## src/rtl/ssc_regs.vh

```
// Register map, field positions and reset values for the serial controller
// Operation
// - Slave role: select is input; low activates, MISO driven only if enabled by software. Code drives select in slave role too when SSC_PIN_SEL_OE is set.
// - Slave role: select high immediately resets bit counter and drops partial byte.
// - Master role with select as output: plain output, no effect on logic.
// - Master with select input driven low: clear master bit, become slave, release MOSI/SCK.
// - That demotion also sets the transfer-done flag.
// - Interrupt request needs done flag, control bit 7 and global enable.
// - Control bit 6 enables the interface; no transfer without it.
// - Control bit 5 one shifts LSB first, zero MSB first.
// - Control bit 4 one selects master role, zero slave role.
// - Control bit 3 sets SCK idle level and leading edge direction.
// - Control bit 2 zero samples on leading edge, one on trailing edge.
// - Master SCK divider from double-rate and rate bits: 4,16,64,128 / 2,8,32,64.
// - Status bit 7 set at transfer end; cleared by vector or status read then data access.
// - Status bit 6 set on data write during transfer; cleared by same sequence.
// - Status bits 5..1 read as zero.
// - Status bit 0 doubles master SCK rate, minimum period two clocks.
// - Data write starts transmission; data read returns receive buffer.
// - Shift and capture on opposite SCK edges; modes 0..3 from polarity/phase.
// - Master data write runs clock for eight bits, stops, sets done flag.
// - Transmit single buffered; receive double buffered, unread byte overwritten.
// - Slave with select high: MISO released, no shifting, data may be preloaded.
`ifndef SSC_REGS_VH
`define SSC_REGS_VH

`define SSC_ADDR_CONTROL     8'h00
`define SSC_ADDR_STATUS      8'h04
`define SSC_ADDR_DATA        8'h08
`define SSC_ADDR_PINCFG      8'h0C

`define SSC_CTL_IRQ_EN       7
`define SSC_CTL_ENABLE       6
`define SSC_CTL_LSB_FIRST    5
`define SSC_CTL_MASTER       4
`define SSC_CTL_IDLE_LEVEL   3
`define SSC_CTL_PHASE        2
`define SSC_CTL_RATE_HI      1
`define SSC_CTL_RATE_LO      0

`define SSC_STS_DONE         7
`define SSC_STS_WRITE_COLLISION_FLAG         6
`define SSC_STS_DOUBLE       0

`define SSC_PIN_MISO_OE      0
`define SSC_PIN_SEL_OE       1
`define SSC_PIN_SEL_LEVEL    2

`define SSC_CONTROL_RESET    8'h00
`define SSC_STATUS_RESET     8'h00
`define SSC_BITS_PER_BYTE    4'h8

`endif

```

## src/rtl/ssc_controller.v

```verilog
// Byte serial peripheral interface controller, master or slave, AHB-Lite registers
`timescale 1ns/1ps
`include "ssc_regs.vh"

module ssc_controller (
    // Clock and reset
    input  wire        ref_clk_in,
    input  wire        rst_in,
    // AHB-Lite slave
    input  wire        hsel_in,
    input  wire [31:0] haddr_in,
    input  wire [1:0]  htrans_in,
    input  wire        hwrite_in,
    input  wire [2:0]  hsize_in,
    input  wire [31:0] hwdata_in,
    input  wire        hready_in,
    output reg  [31:0] hrdata_out,
    output wire        hreadyout_out,
    output wire        hresp_out,
    // Interrupt
    input  wire        global_irq_en_in,
    input  wire        irq_vector_ack_in,
    output wire        irq_out,
    // Serial clock pin
    input  wire        sck_in,
    output reg         sck_out,
    output wire        sck_oe_out,
    // Master out, slave in
    input  wire        mosi_in,
    output reg         mosi_out,
    output wire        mosi_oe_out,
    // Master in, slave out
    input  wire        miso_in,
    output reg         miso_out,
    output wire        miso_oe_out,
    // Slave select, active low
    input  wire        sel_n_in,
    output wire        sel_n_out,
    output wire        sel_n_oe_out
);

    localparam ST_IDLE  = 2'h0;
    localparam ST_SHIFT = 2'h1;

    reg  [7:0]  control_reg;
    reg         done_reg;
    reg         write_collision_flag_reg;
    reg         double_reg;
    reg  [2:0]  pincfg_reg;
    reg  [7:0]  shift_reg;
    reg  [7:0]  rx_buf_reg;
    reg  [3:0]  bit_cnt_reg;
    reg  [1:0]  state_reg;
    reg  [6:0]  div_cnt_reg;
    reg         sample_bit_reg;
    reg         sck_prev_reg;
    reg         clr_armed_reg;
    reg         dph_valid_reg;
    reg         dph_write_reg;
    reg  [7:0]  dph_addr_reg;

    wire enable     = control_reg[`SSC_CTL_ENABLE];
    wire lsb_first  = control_reg[`SSC_CTL_LSB_FIRST];
    wire master     = control_reg[`SSC_CTL_MASTER];
    wire idle_level = control_reg[`SSC_CTL_IDLE_LEVEL];
    wire phase      = control_reg[`SSC_CTL_PHASE];
    wire sel_is_out = pincfg_reg[`SSC_PIN_SEL_OE];
    wire busy       = (state_reg == ST_SHIFT);

    // Register bus: zero-wait, always OKAY
    wire addr_phase = hsel_in && hready_in && htrans_in[1];
    assign hreadyout_out = 1'b1;
    assign hresp_out     = 1'b0;

    wire wr_ctl  = dph_valid_reg && dph_write_reg && dph_addr_reg == `SSC_ADDR_CONTROL;
    wire wr_sts  = dph_valid_reg && dph_write_reg && dph_addr_reg == `SSC_ADDR_STATUS;
    wire wr_dat  = dph_valid_reg && dph_write_reg && dph_addr_reg == `SSC_ADDR_DATA;
    wire wr_pin  = dph_valid_reg && dph_write_reg && dph_addr_reg == `SSC_ADDR_PINCFG;
    wire rd_sts  = dph_valid_reg && !dph_write_reg && dph_addr_reg == `SSC_ADDR_STATUS;
    wire acc_dat = dph_valid_reg && dph_addr_reg == `SSC_ADDR_DATA;

    wire [7:0] status_word = {done_reg, write_collision_flag_reg, 5'h00, double_reg};

    always @* begin
        hrdata_out = 32'h0000_0000;
        if (dph_valid_reg && !dph_write_reg) begin
            case (dph_addr_reg)
                `SSC_ADDR_CONTROL: hrdata_out = {24'h000000, control_reg};
                `SSC_ADDR_STATUS:  hrdata_out = {24'h000000, status_word};
                `SSC_ADDR_DATA:    hrdata_out = {24'h000000, rx_buf_reg};
                `SSC_ADDR_PINCFG:  hrdata_out = {29'h00000000, pincfg_reg};
                default:           hrdata_out = 32'h0000_0000;
            endcase
        end
    end

    always @(posedge ref_clk_in) begin
        if (rst_in) begin
            dph_valid_reg <= 1'b0;
            dph_write_reg <= 1'b0;
            dph_addr_reg  <= 8'h00;
        end else begin
            dph_valid_reg <= addr_phase;
            if (addr_phase) begin
                dph_write_reg <= hwrite_in;
                dph_addr_reg  <= {haddr_in[7:2], 2'b00};
            end
        end
    end

    // Role and pin directions
    wire slave_active = enable && !master && !sel_n_in;
    wire demote       = enable && master && !sel_is_out && !sel_n_in;
    assign sck_oe_out   = enable && master;
    assign mosi_oe_out  = enable && master;
    assign miso_oe_out  = slave_active && pincfg_reg[`SSC_PIN_MISO_OE];
    assign sel_n_oe_out = sel_is_out;
    assign sel_n_out    = pincfg_reg[`SSC_PIN_SEL_LEVEL];
    assign irq_out = done_reg && control_reg[`SSC_CTL_IRQ_EN] && global_irq_en_in;

    // Master divider: half period in system clocks
    reg [6:0] half_period;
    always @* begin
        case ({double_reg, control_reg[`SSC_CTL_RATE_HI], control_reg[`SSC_CTL_RATE_LO]})
            3'h0:    half_period = 7'h02;  // /4
            3'h1:    half_period = 7'h08;  // /16
            3'h2:    half_period = 7'h20;  // /64
            3'h3:    half_period = 7'h40;  // /128
            3'h4:    half_period = 7'h01;  // /2
            3'h5:    half_period = 7'h04;  // /8
            3'h6:    half_period = 7'h10;  // /32
            3'h7:    half_period = 7'h20;  // /64
            default: half_period = 7'h02;
        endcase
    end

    // Slave edge detection on SCK, inputs already synchronous
    wire sck_rise  = sck_in && !sck_prev_reg;
    wire sck_fall  = !sck_in && sck_prev_reg;
    wire lead_edge = idle_level ? sck_fall : sck_rise;
    wire trail_edge = idle_level ? sck_rise : sck_fall;
    wire s_sample  = phase ? trail_edge : lead_edge;
    wire s_setup   = phase ? lead_edge : trail_edge;

    wire out_bit   = lsb_first ? shift_reg[0] : shift_reg[7];
    wire in_bit    = master ? miso_in : mosi_in;
    wire [7:0] shifted = lsb_first ? {in_bit, shift_reg[7:1]} : {shift_reg[6:0], in_bit};

    wire load_ok    = wr_dat && !busy;
    wire clear_seq  = clr_armed_reg && acc_dat;
    reg  byte_done;

    always @(posedge ref_clk_in) begin
        if (rst_in) begin
            control_reg    <= `SSC_CONTROL_RESET;
            done_reg       <= 1'b0;
            write_collision_flag_reg       <= 1'b0;
            double_reg     <= 1'b0;
            pincfg_reg     <= 3'h4;
            shift_reg      <= 8'h00;
            rx_buf_reg     <= 8'h00;
            bit_cnt_reg    <= 4'h0;
            state_reg      <= ST_IDLE;
            div_cnt_reg    <= 7'h00;
            sample_bit_reg <= 1'b0;
            sck_prev_reg   <= 1'b0;
            sck_out        <= 1'b0;
            mosi_out       <= 1'b0;
            miso_out       <= 1'b0;
            clr_armed_reg  <= 1'b0;
            byte_done      <= 1'b0;
        end else begin
            sck_prev_reg <= sck_in;
            byte_done    <= 1'b0;
            if (wr_ctl)
                control_reg <= hwdata_in[7:0];
            if (wr_sts)
                double_reg <= hwdata_in[`SSC_STS_DOUBLE];
            if (wr_pin)
                pincfg_reg <= hwdata_in[2:0];
            if (demote)
                control_reg[`SSC_CTL_MASTER] <= 1'b0;
            if (rd_sts)
                clr_armed_reg <= done_reg || write_collision_flag_reg;
            else if (acc_dat)
                clr_armed_reg <= 1'b0;

            // Shift engine
            if (!enable || (!master && sel_n_in) || demote) begin
                state_reg   <= ST_IDLE;
                bit_cnt_reg <= 4'h0;
                div_cnt_reg <= 7'h00;
                sck_out     <= idle_level;
                if (load_ok)
                    shift_reg <= hwdata_in[7:0];
            end else if (master) begin
                case (state_reg)
                    ST_IDLE: begin
                        sck_out <= idle_level;
                        if (load_ok) begin
                            shift_reg   <= hwdata_in[7:0];
                            state_reg   <= ST_SHIFT;
                            bit_cnt_reg <= 4'h0;
                            div_cnt_reg <= 7'h00;
                            mosi_out    <= lsb_first ? hwdata_in[0] : hwdata_in[7];
                        end
                    end
                    ST_SHIFT: begin
                        if (div_cnt_reg == half_period - 7'h01) begin
                            div_cnt_reg <= 7'h00;
                            sck_out     <= !sck_out;
                            if (sck_out == idle_level) begin
                                // Leading edge
                                if (!phase)
                                    sample_bit_reg <= miso_in;
                                else if (bit_cnt_reg != 4'h0)
                                    mosi_out <= out_bit;
                            end else begin
                                // Trailing edge ends one bit
                                shift_reg <= lsb_first
                                    ? {(phase ? miso_in : sample_bit_reg), shift_reg[7:1]}
                                    : {shift_reg[6:0], (phase ? miso_in : sample_bit_reg)};
                                bit_cnt_reg <= bit_cnt_reg + 4'h1;
                                if (!phase)
                                    mosi_out <= lsb_first ? shift_reg[1] : shift_reg[6];
                                if (bit_cnt_reg == `SSC_BITS_PER_BYTE - 4'h1) begin
                                    state_reg <= ST_IDLE;
                                    byte_done <= 1'b1;
                                end
                            end
                        end else begin
                            div_cnt_reg <= div_cnt_reg + 7'h01;
                        end
                    end
                    default: state_reg <= ST_IDLE;
                endcase
            end else begin
                // Slave, select low
                if (load_ok)
                    shift_reg <= hwdata_in[7:0];
                if (state_reg == ST_IDLE && !phase)
                    miso_out <= lsb_first ? shift_reg[0] : shift_reg[7];
                if (s_sample) begin
                    state_reg      <= ST_SHIFT;
                    sample_bit_reg <= mosi_in;
                end
                if (s_setup && state_reg == ST_SHIFT) begin
                    shift_reg   <= lsb_first ? {sample_bit_reg, shift_reg[7:1]}
                                             : {shift_reg[6:0], sample_bit_reg};
                    bit_cnt_reg <= bit_cnt_reg + 4'h1;
                    miso_out    <= lsb_first ? shift_reg[1] : shift_reg[6];
                    if (bit_cnt_reg == `SSC_BITS_PER_BYTE - 4'h1) begin
                        state_reg   <= ST_IDLE;
                        bit_cnt_reg <= 4'h0;
                        byte_done   <= 1'b1;
                    end
                end else if (s_setup && phase)
                    miso_out <= out_bit;
                if (phase && s_sample && bit_cnt_reg == `SSC_BITS_PER_BYTE - 4'h1) begin
                    shift_reg   <= shifted;
                    state_reg   <= ST_IDLE;
                    bit_cnt_reg <= 4'h0;
                    byte_done   <= 1'b1;
                end
            end

            if (byte_done)
                rx_buf_reg <= shift_reg;

            // Flags: set wins over clear
            if (byte_done || demote)
                done_reg <= 1'b1;
            else if (irq_vector_ack_in || clear_seq)
                done_reg <= 1'b0;
            if (wr_dat && busy)
                write_collision_flag_reg <= 1'b1;
            else if (clear_seq)
                write_collision_flag_reg <= 1'b0;
        end
    end

endmodule // ssc_controller

```

## config.mk

```make
export PLATFORM = sky130hd
export DESIGN_NAME = ssc_controller
export DESIGN_NICKNAME = d
export VERILOG_FILES = /design/src/rtl/ssc_controller.v
export VERILOG_INCLUDE_DIRS = /design/src /design/src/rtl
export SDC_FILE = /design/constraint.sdc
export NUM_CORES = 1
export LEC_CHECK = 0
export BUFFER_PORTS_ARGS = -buffer_cell sky130_fd_sc_hd__buf_2
export CAP_MARGIN = 20
export CORE_MARGIN = 10
export CORE_UTILIZATION = 28
export DETAILED_ROUTE_END_ITERATION = 10
export PLACE_DENSITY = 0.47
export SKIP_CTS_REPAIR_TIMING = 1
export SLEW_MARGIN = 20
export SYNTH_ARGS = -nofsm -noshare
export SYNTH_HDL_FRONTEND = slang
export SYNTH_SLANG_ARGS = --single-unit
```

## constraint.sdc

```tcl
create_clock -name ref_clk_in -period 3.4 [get_ports ref_clk_in]
set_input_delay 0.51 -clock ref_clk_in [delete_from_list [all_inputs] [get_ports ref_clk_in]]
set_output_delay 0.51 -clock ref_clk_in [all_outputs]
set_load 0.01 [all_outputs]
```

[Word-level counts from Yosys, hierarchy flattened]
Memories as Yosys holds them, arrays and structs flattened.
Cells that the tools add are included.
W data, S select, Z words.
Storage, ports and cells
  memories: 1
  register bits: 58
  memory bits (read-only): 56
  RAM bits: 0
  latch bits: 0
  word-level logic and storage cells: 193
Memories
  (no name shown): depth 8, bits a word 7, rd ports 1, clocked after memory_dff 0, wr ports 0, line ssc_controller.v:124  | case ({double_reg, control_reg[`SSC_CTL_RATE_HI], control_reg[`SSC_CTL_RATE_LO]})
Operators by class
  muxes and demuxes: 75
  multipliers: 0
  $lt $le $gt $ge: 0
  shifts and indexed selects: 0
  divide/modulo/power cells: 0
  add/sub/neg operators: 3
  equal/unequal tests: 25
  reduce and logical (&&, ||, !) cells: 66
  bitwise logic cells: 2
Operators by type and width (count)
  $mux W8: 11
  $mux W1: 39
  $pmux W8 S4: 1
  $logic_and A1 B1 Y1: 29
  $mux W4: 7
  $mux W2: 9
  $pmux W8 S2: 1
  $mux W7: 2
  $pmux W7 S2: 1
  $eq A6 B2 Y1 const B: 2
  $ne A3 B2 Y1 const B: 4
  $reduce_and A3 Y1: 4
  $reduce_bool A2 Y1: 6
  $logic_not A1 Y1: 10
  $ne A3 B3 Y1 const B: 3
  $reduce_bool A3 Y1: 3
  $logic_not A8 Y1: 1
  $ne A2 B1 Y1 const B: 4
  $pmux W4 S2: 1
  $reduce_and A8 Y1: 1
  $add A7 B1 Y7 const B: 1
  $eq A7 B7 Y1: 1
  $sub A7 B1 Y7 const B: 1
  $eq A6 B1 Y1 const B: 1
  19 further kinds: 28

[Depth between registers and ports, before layout]
  depth after elaboration: 9
  depth in mapped cells: 11
  depth with buffers taken out: 9

[Worst setup path after synthesis]
No wires, ideal clock.
  path type: register to register
  from: register control_reg[1]
  to: register shift_reg[2]
  cell stages (with the launch flop): 12
  setup time: 119 ps
  path slack: 780 ps
  data arrival time: 2501 ps
  cell sequence: dfxtp_1 -> buf_2 -> or3_1 -> ha_1 -> buf_2 -> xnor2_1 -> a311oi_1 -> o211a_2 -> nand4_4 -> and2_0 -> clkbuf_1 -> o221a_2
Between the ends
  word-level cells in the longest chain between the ends: 5
RTL lines
  start, declared: line ssc_controller.v:45  | reg [7:0] control_reg;
  start signal, assigned: line ssc_controller.v:155  | control_reg <= `SSC_CONTROL_RESET;
  start signal, assigned: line ssc_controller.v:176  | control_reg <= hwdata_in[7:0];
  $mem_v2 Z8 W7
  $sub A7 B1 Y7: line ssc_controller.v:209  | if (div_cnt_reg == half_period - 7'h01) begin
  $eq A7 B7 Y1: line ssc_controller.v:209
  $ne A4 B2 Y1 (no source line)
  $reduce_and A3 Y1 (no source line)
  end signal, assigned: line ssc_controller.v:201  | shift_reg <= hwdata_in[7:0];
  end signal, assigned: line ssc_controller.v:220  | shift_reg <= lsb_first
  end signal, assigned: line ssc_controller.v:240  | shift_reg <= hwdata_in[7:0];
  end, declared: line ssc_controller.v:50  | reg [7:0] shift_reg;
Every way passes these cells.
A chain may end at the register's enable or synchronous reset.

[Final worst setup path]
  from: register double_reg
  to: register shift_reg[1]
Between the ends
  word-level cells in the longest chain between the ends: 5
RTL lines
  start, declared: line ssc_controller.v:48  | reg double_reg;
  start signal, assigned: line ssc_controller.v:178  | double_reg <= hwdata_in[`SSC_STS_DOUBLE];
  $mem_v2 Z8 W7
  $sub A7 B1 Y7: line ssc_controller.v:209
  $eq A7 B7 Y1: line ssc_controller.v:209
  $ne A4 B2 Y1 (no source line)
  $reduce_and A3 Y1 (no source line)
Every way passes these cells.

==> out/results.tsv <==
metric	value	unit
wire per inst	16.8	microns
Pleak	0.00171	uW
area of the multi-input gates	0.00238	sq mm
grt ovf	0	
Yosys cell types	81	
fraction of layout cells with a size suffix above 1	20.1	%
Die H	137	microns
Worst Max-Slew Pin Slew	0.619	ns
Syn. warnings	0	
worst skew pair latency	0.34	ns
number of synthesized register bits	58	
Switch Pwr	419	uW
maximum fanout along the worst path	10	
row cnt	42	
Slew Limit Headroom	58.7	%
Clock power frac	56.7	%
Clk pin slew, worst setup/hold paths	0.06	ns
largest net degree at the start of global routing	38	
internal power	1360	uW
status	completed	
DR pass1 iterations	4	
vias in the first global route	3298	
DPL Wire Length	8270	microns
initial DRC count	203	
most frequent cells in the layout	58 x dfxtp_1, 57 x nor2_1, 45 x mux2i_1	
register area	0.00116	sq mm
final setup violation count	0	
initial antenna violation count	0	
Min-Delay Path Class	input pin to register	
CTS tree	built	
met1 GRT Util	15.3	%
Total GRT Usage	12.1	%
Setup WS pre-CTS	0.618	ns
final period utilization	82.6	%
reg2reg setup slack	0.59	ns
number of remaining DRC errors	0	
worst setup path category	register to register	
Final Hold Viols	0	
total routed wirelength	11100	microns
critical path startpoint category	register	
vias	3293	
GP Congestion	0.814	
design area	0.00441	sq mm
CP Capture Type	register	
met2 GRT Util	18.6	%
CTS Buf Count	9	
I/O Pins	123	
RSZ-0062 raised after global routing	no	
Initial Util	28.8	%
Detail Route Antenna Nets	0	
# H-tree levels	3	
clock root cell	clkbuf_16	
ant diodes	0	
busiest grt layer	met2	
Filler Cell Count	1425	
syn avg cell area	8.62	sq um
final worst setup slack	0.591	ns
first-pass GRT wire length	17800	microns
most common cell after layout, fill and taps aside	dfxtp_1	
Combinational Power Share	4.6	%
Syn Std Cell Area	0.00383	sq mm
main flop type after synthesis	dfxtp_1	
skew final	0.00575	ns
fraction of registers with async set/reset	0	%
setup_tns	0	ns
Layout area overhead	15.3	%
Overall Power	1780	uW
PD cells	403	mW/mm^2
Post-synth EDFFs	0	
Max Cap Viol	0	
core box area	0.0133	sq mm
power share of the sequential group	38.7	%
switching share of power	23.6	%
Final Slew Violations	0	
die area	0.0188	sq mm
Final Critical Period	2.81	ns
CTS Buffer Depth	2	
IO buf count	42	
CP arrival	3.04	ns
met3 usage	4.73	%
register area share after synthesis	30.3	%
Area after DPL	0.00409	sq mm
peak supply drop	310	uV
Worst Path Required	3.63	ns
Post-Syn Instances	444	
Hold WS	0.398	ns
die width	137	microns
routed vias/inst	5.00	
Total Nets Final	562	
Max Fclk	356	MHz
Clock Sinks	58	
==> final timing paths <==
check / start / end / depth (start not counted)
hold reg to reg: miso_out$_SDFFE_PP0P_ / miso_out$_SDFFE_PP0P_ / 2
setup reg to reg: double_reg$_SDFFE_PP0P_ / shift_reg[1]$_SDFFE_PP0P_ / 9
hold / removal: haddr_in[4] / dph_addr_reg[4]$_SDFFE_PP0P_ / 3
setup / recovery: double_reg$_SDFFE_PP0P_ / shift_reg[1]$_SDFFE_PP0P_ / 9
==> cell families (layout without fill, tap and decap cells) <==
family / count (synthesis) / count (layout) / synth area share (%)
DFF: 58 / 58 / 30.3
and+or+nand+nor: 162 / 162 / 23.0
adders and majority gates: 4 / 4 / 1.31
buffers and inverters: 63 / 78 / 9.90
AOI/OAI and AO/OA: 93 / 93 / 18.4
other: 2 / 26 / 0.196
muxes: 49 / 49 / 13.9
xor gates and xnor gates: 13 / 13 / 2.97
==> Yosys cell counts (all sizes together) (2+ instances only) <==
cell	instances	area [sq um]
o21a	2	15.0
clkbuf	17	67.6
nor2b	7	43.8
dfxtp	58	1160
o211a	2	20.0
buf	36	269
a211oi	3	22.5
inv	9	33.8
a21oi	25	144
nand4	6	52.6
nor2	57	214
nand3b	6	45.0
or3b	3	28.8
xnor2	7	61.3
xor2	6	52.6
a21boi	2	15.0
a311oi	2	17.5
mux4	3	67.6
nand3	10	62.6
and3	5	31.3
nand2b	7	46.3
conb	2	7.51
a31oi	5	37.5
or3	5	31.3
nor3b	2	15.0
nor4bb	2	20.0
o21ai	16	83.8
mux2i	45	450
o211ai	8	60.1
nor3	10	65.1
o221a	6	67.6
ha	4	50.1
a211o	3	35.0
o31ai	3	22.5
a41oi	3	33.8
nand4b	2	17.5
or2	3	18.8
nand2	24	90.1
nor4	2	18.8
and2	7	43.8
==> metrics by stage <==
| step | instances | util [%] |
|---|---|---|
| floorplan | 468 | - |
| global placement | 643 | 30.7 |
| detailed placement | 643 | 30.7 |
| CTS | 659 | 33.2 |
| global route | 659 | 33.2 |
| finish | 659 | 33.2 |
==> critical path, stage by stage (launching register included) <==
cell and delay (ns):
dfxtp_1 0.37, nor3b_1 0.31, inv_1 0.08, ha_1 0.32, xnor2_1 0.20, a311oi_1 0.29
o211a_2 0.33, nand4_4 0.17, and2_0 0.32, o221a_2 0.29
==> per-layer routing <==
layer,vias to the layer above,share of wire [%]
li1,1612,-
met2,98,45
met3,14,6.9
met4,0,1.2
met5,-,0
met1,1569,47
==> area by class of cell <==
| class | count | share of cell area, % |
|---|---|---|
| sequential | 58 | 26.3 |
| inverter | 9 | 0.765 |
| clock buffer | 9 | 5.10 |
| timing repair buffer | 53 | 6.63 |
| clock inverter | 7 | 2.32 |
| multi-input combinational | 347 | 53.9 |
| tap | 176 | 4.99 |
==> power groups by stage <==
| stage | Clock [uW] | Combinational, uW | Sequential [uW] |
|---|---|---|---|
| finish | 1010 | 81.2 | 689 |
| global route | 1060 | 89.8 | 689 |
| CTS | 1030 | 80.2 | 689 |
| detailed placement | 0 | 80.2 | 704 |
| global placement | 0 | 79.4 | 703 |
| floorplan | 0 | 68.9 | 702 |
Note: power is estimated with default switching activity, not from simulation.
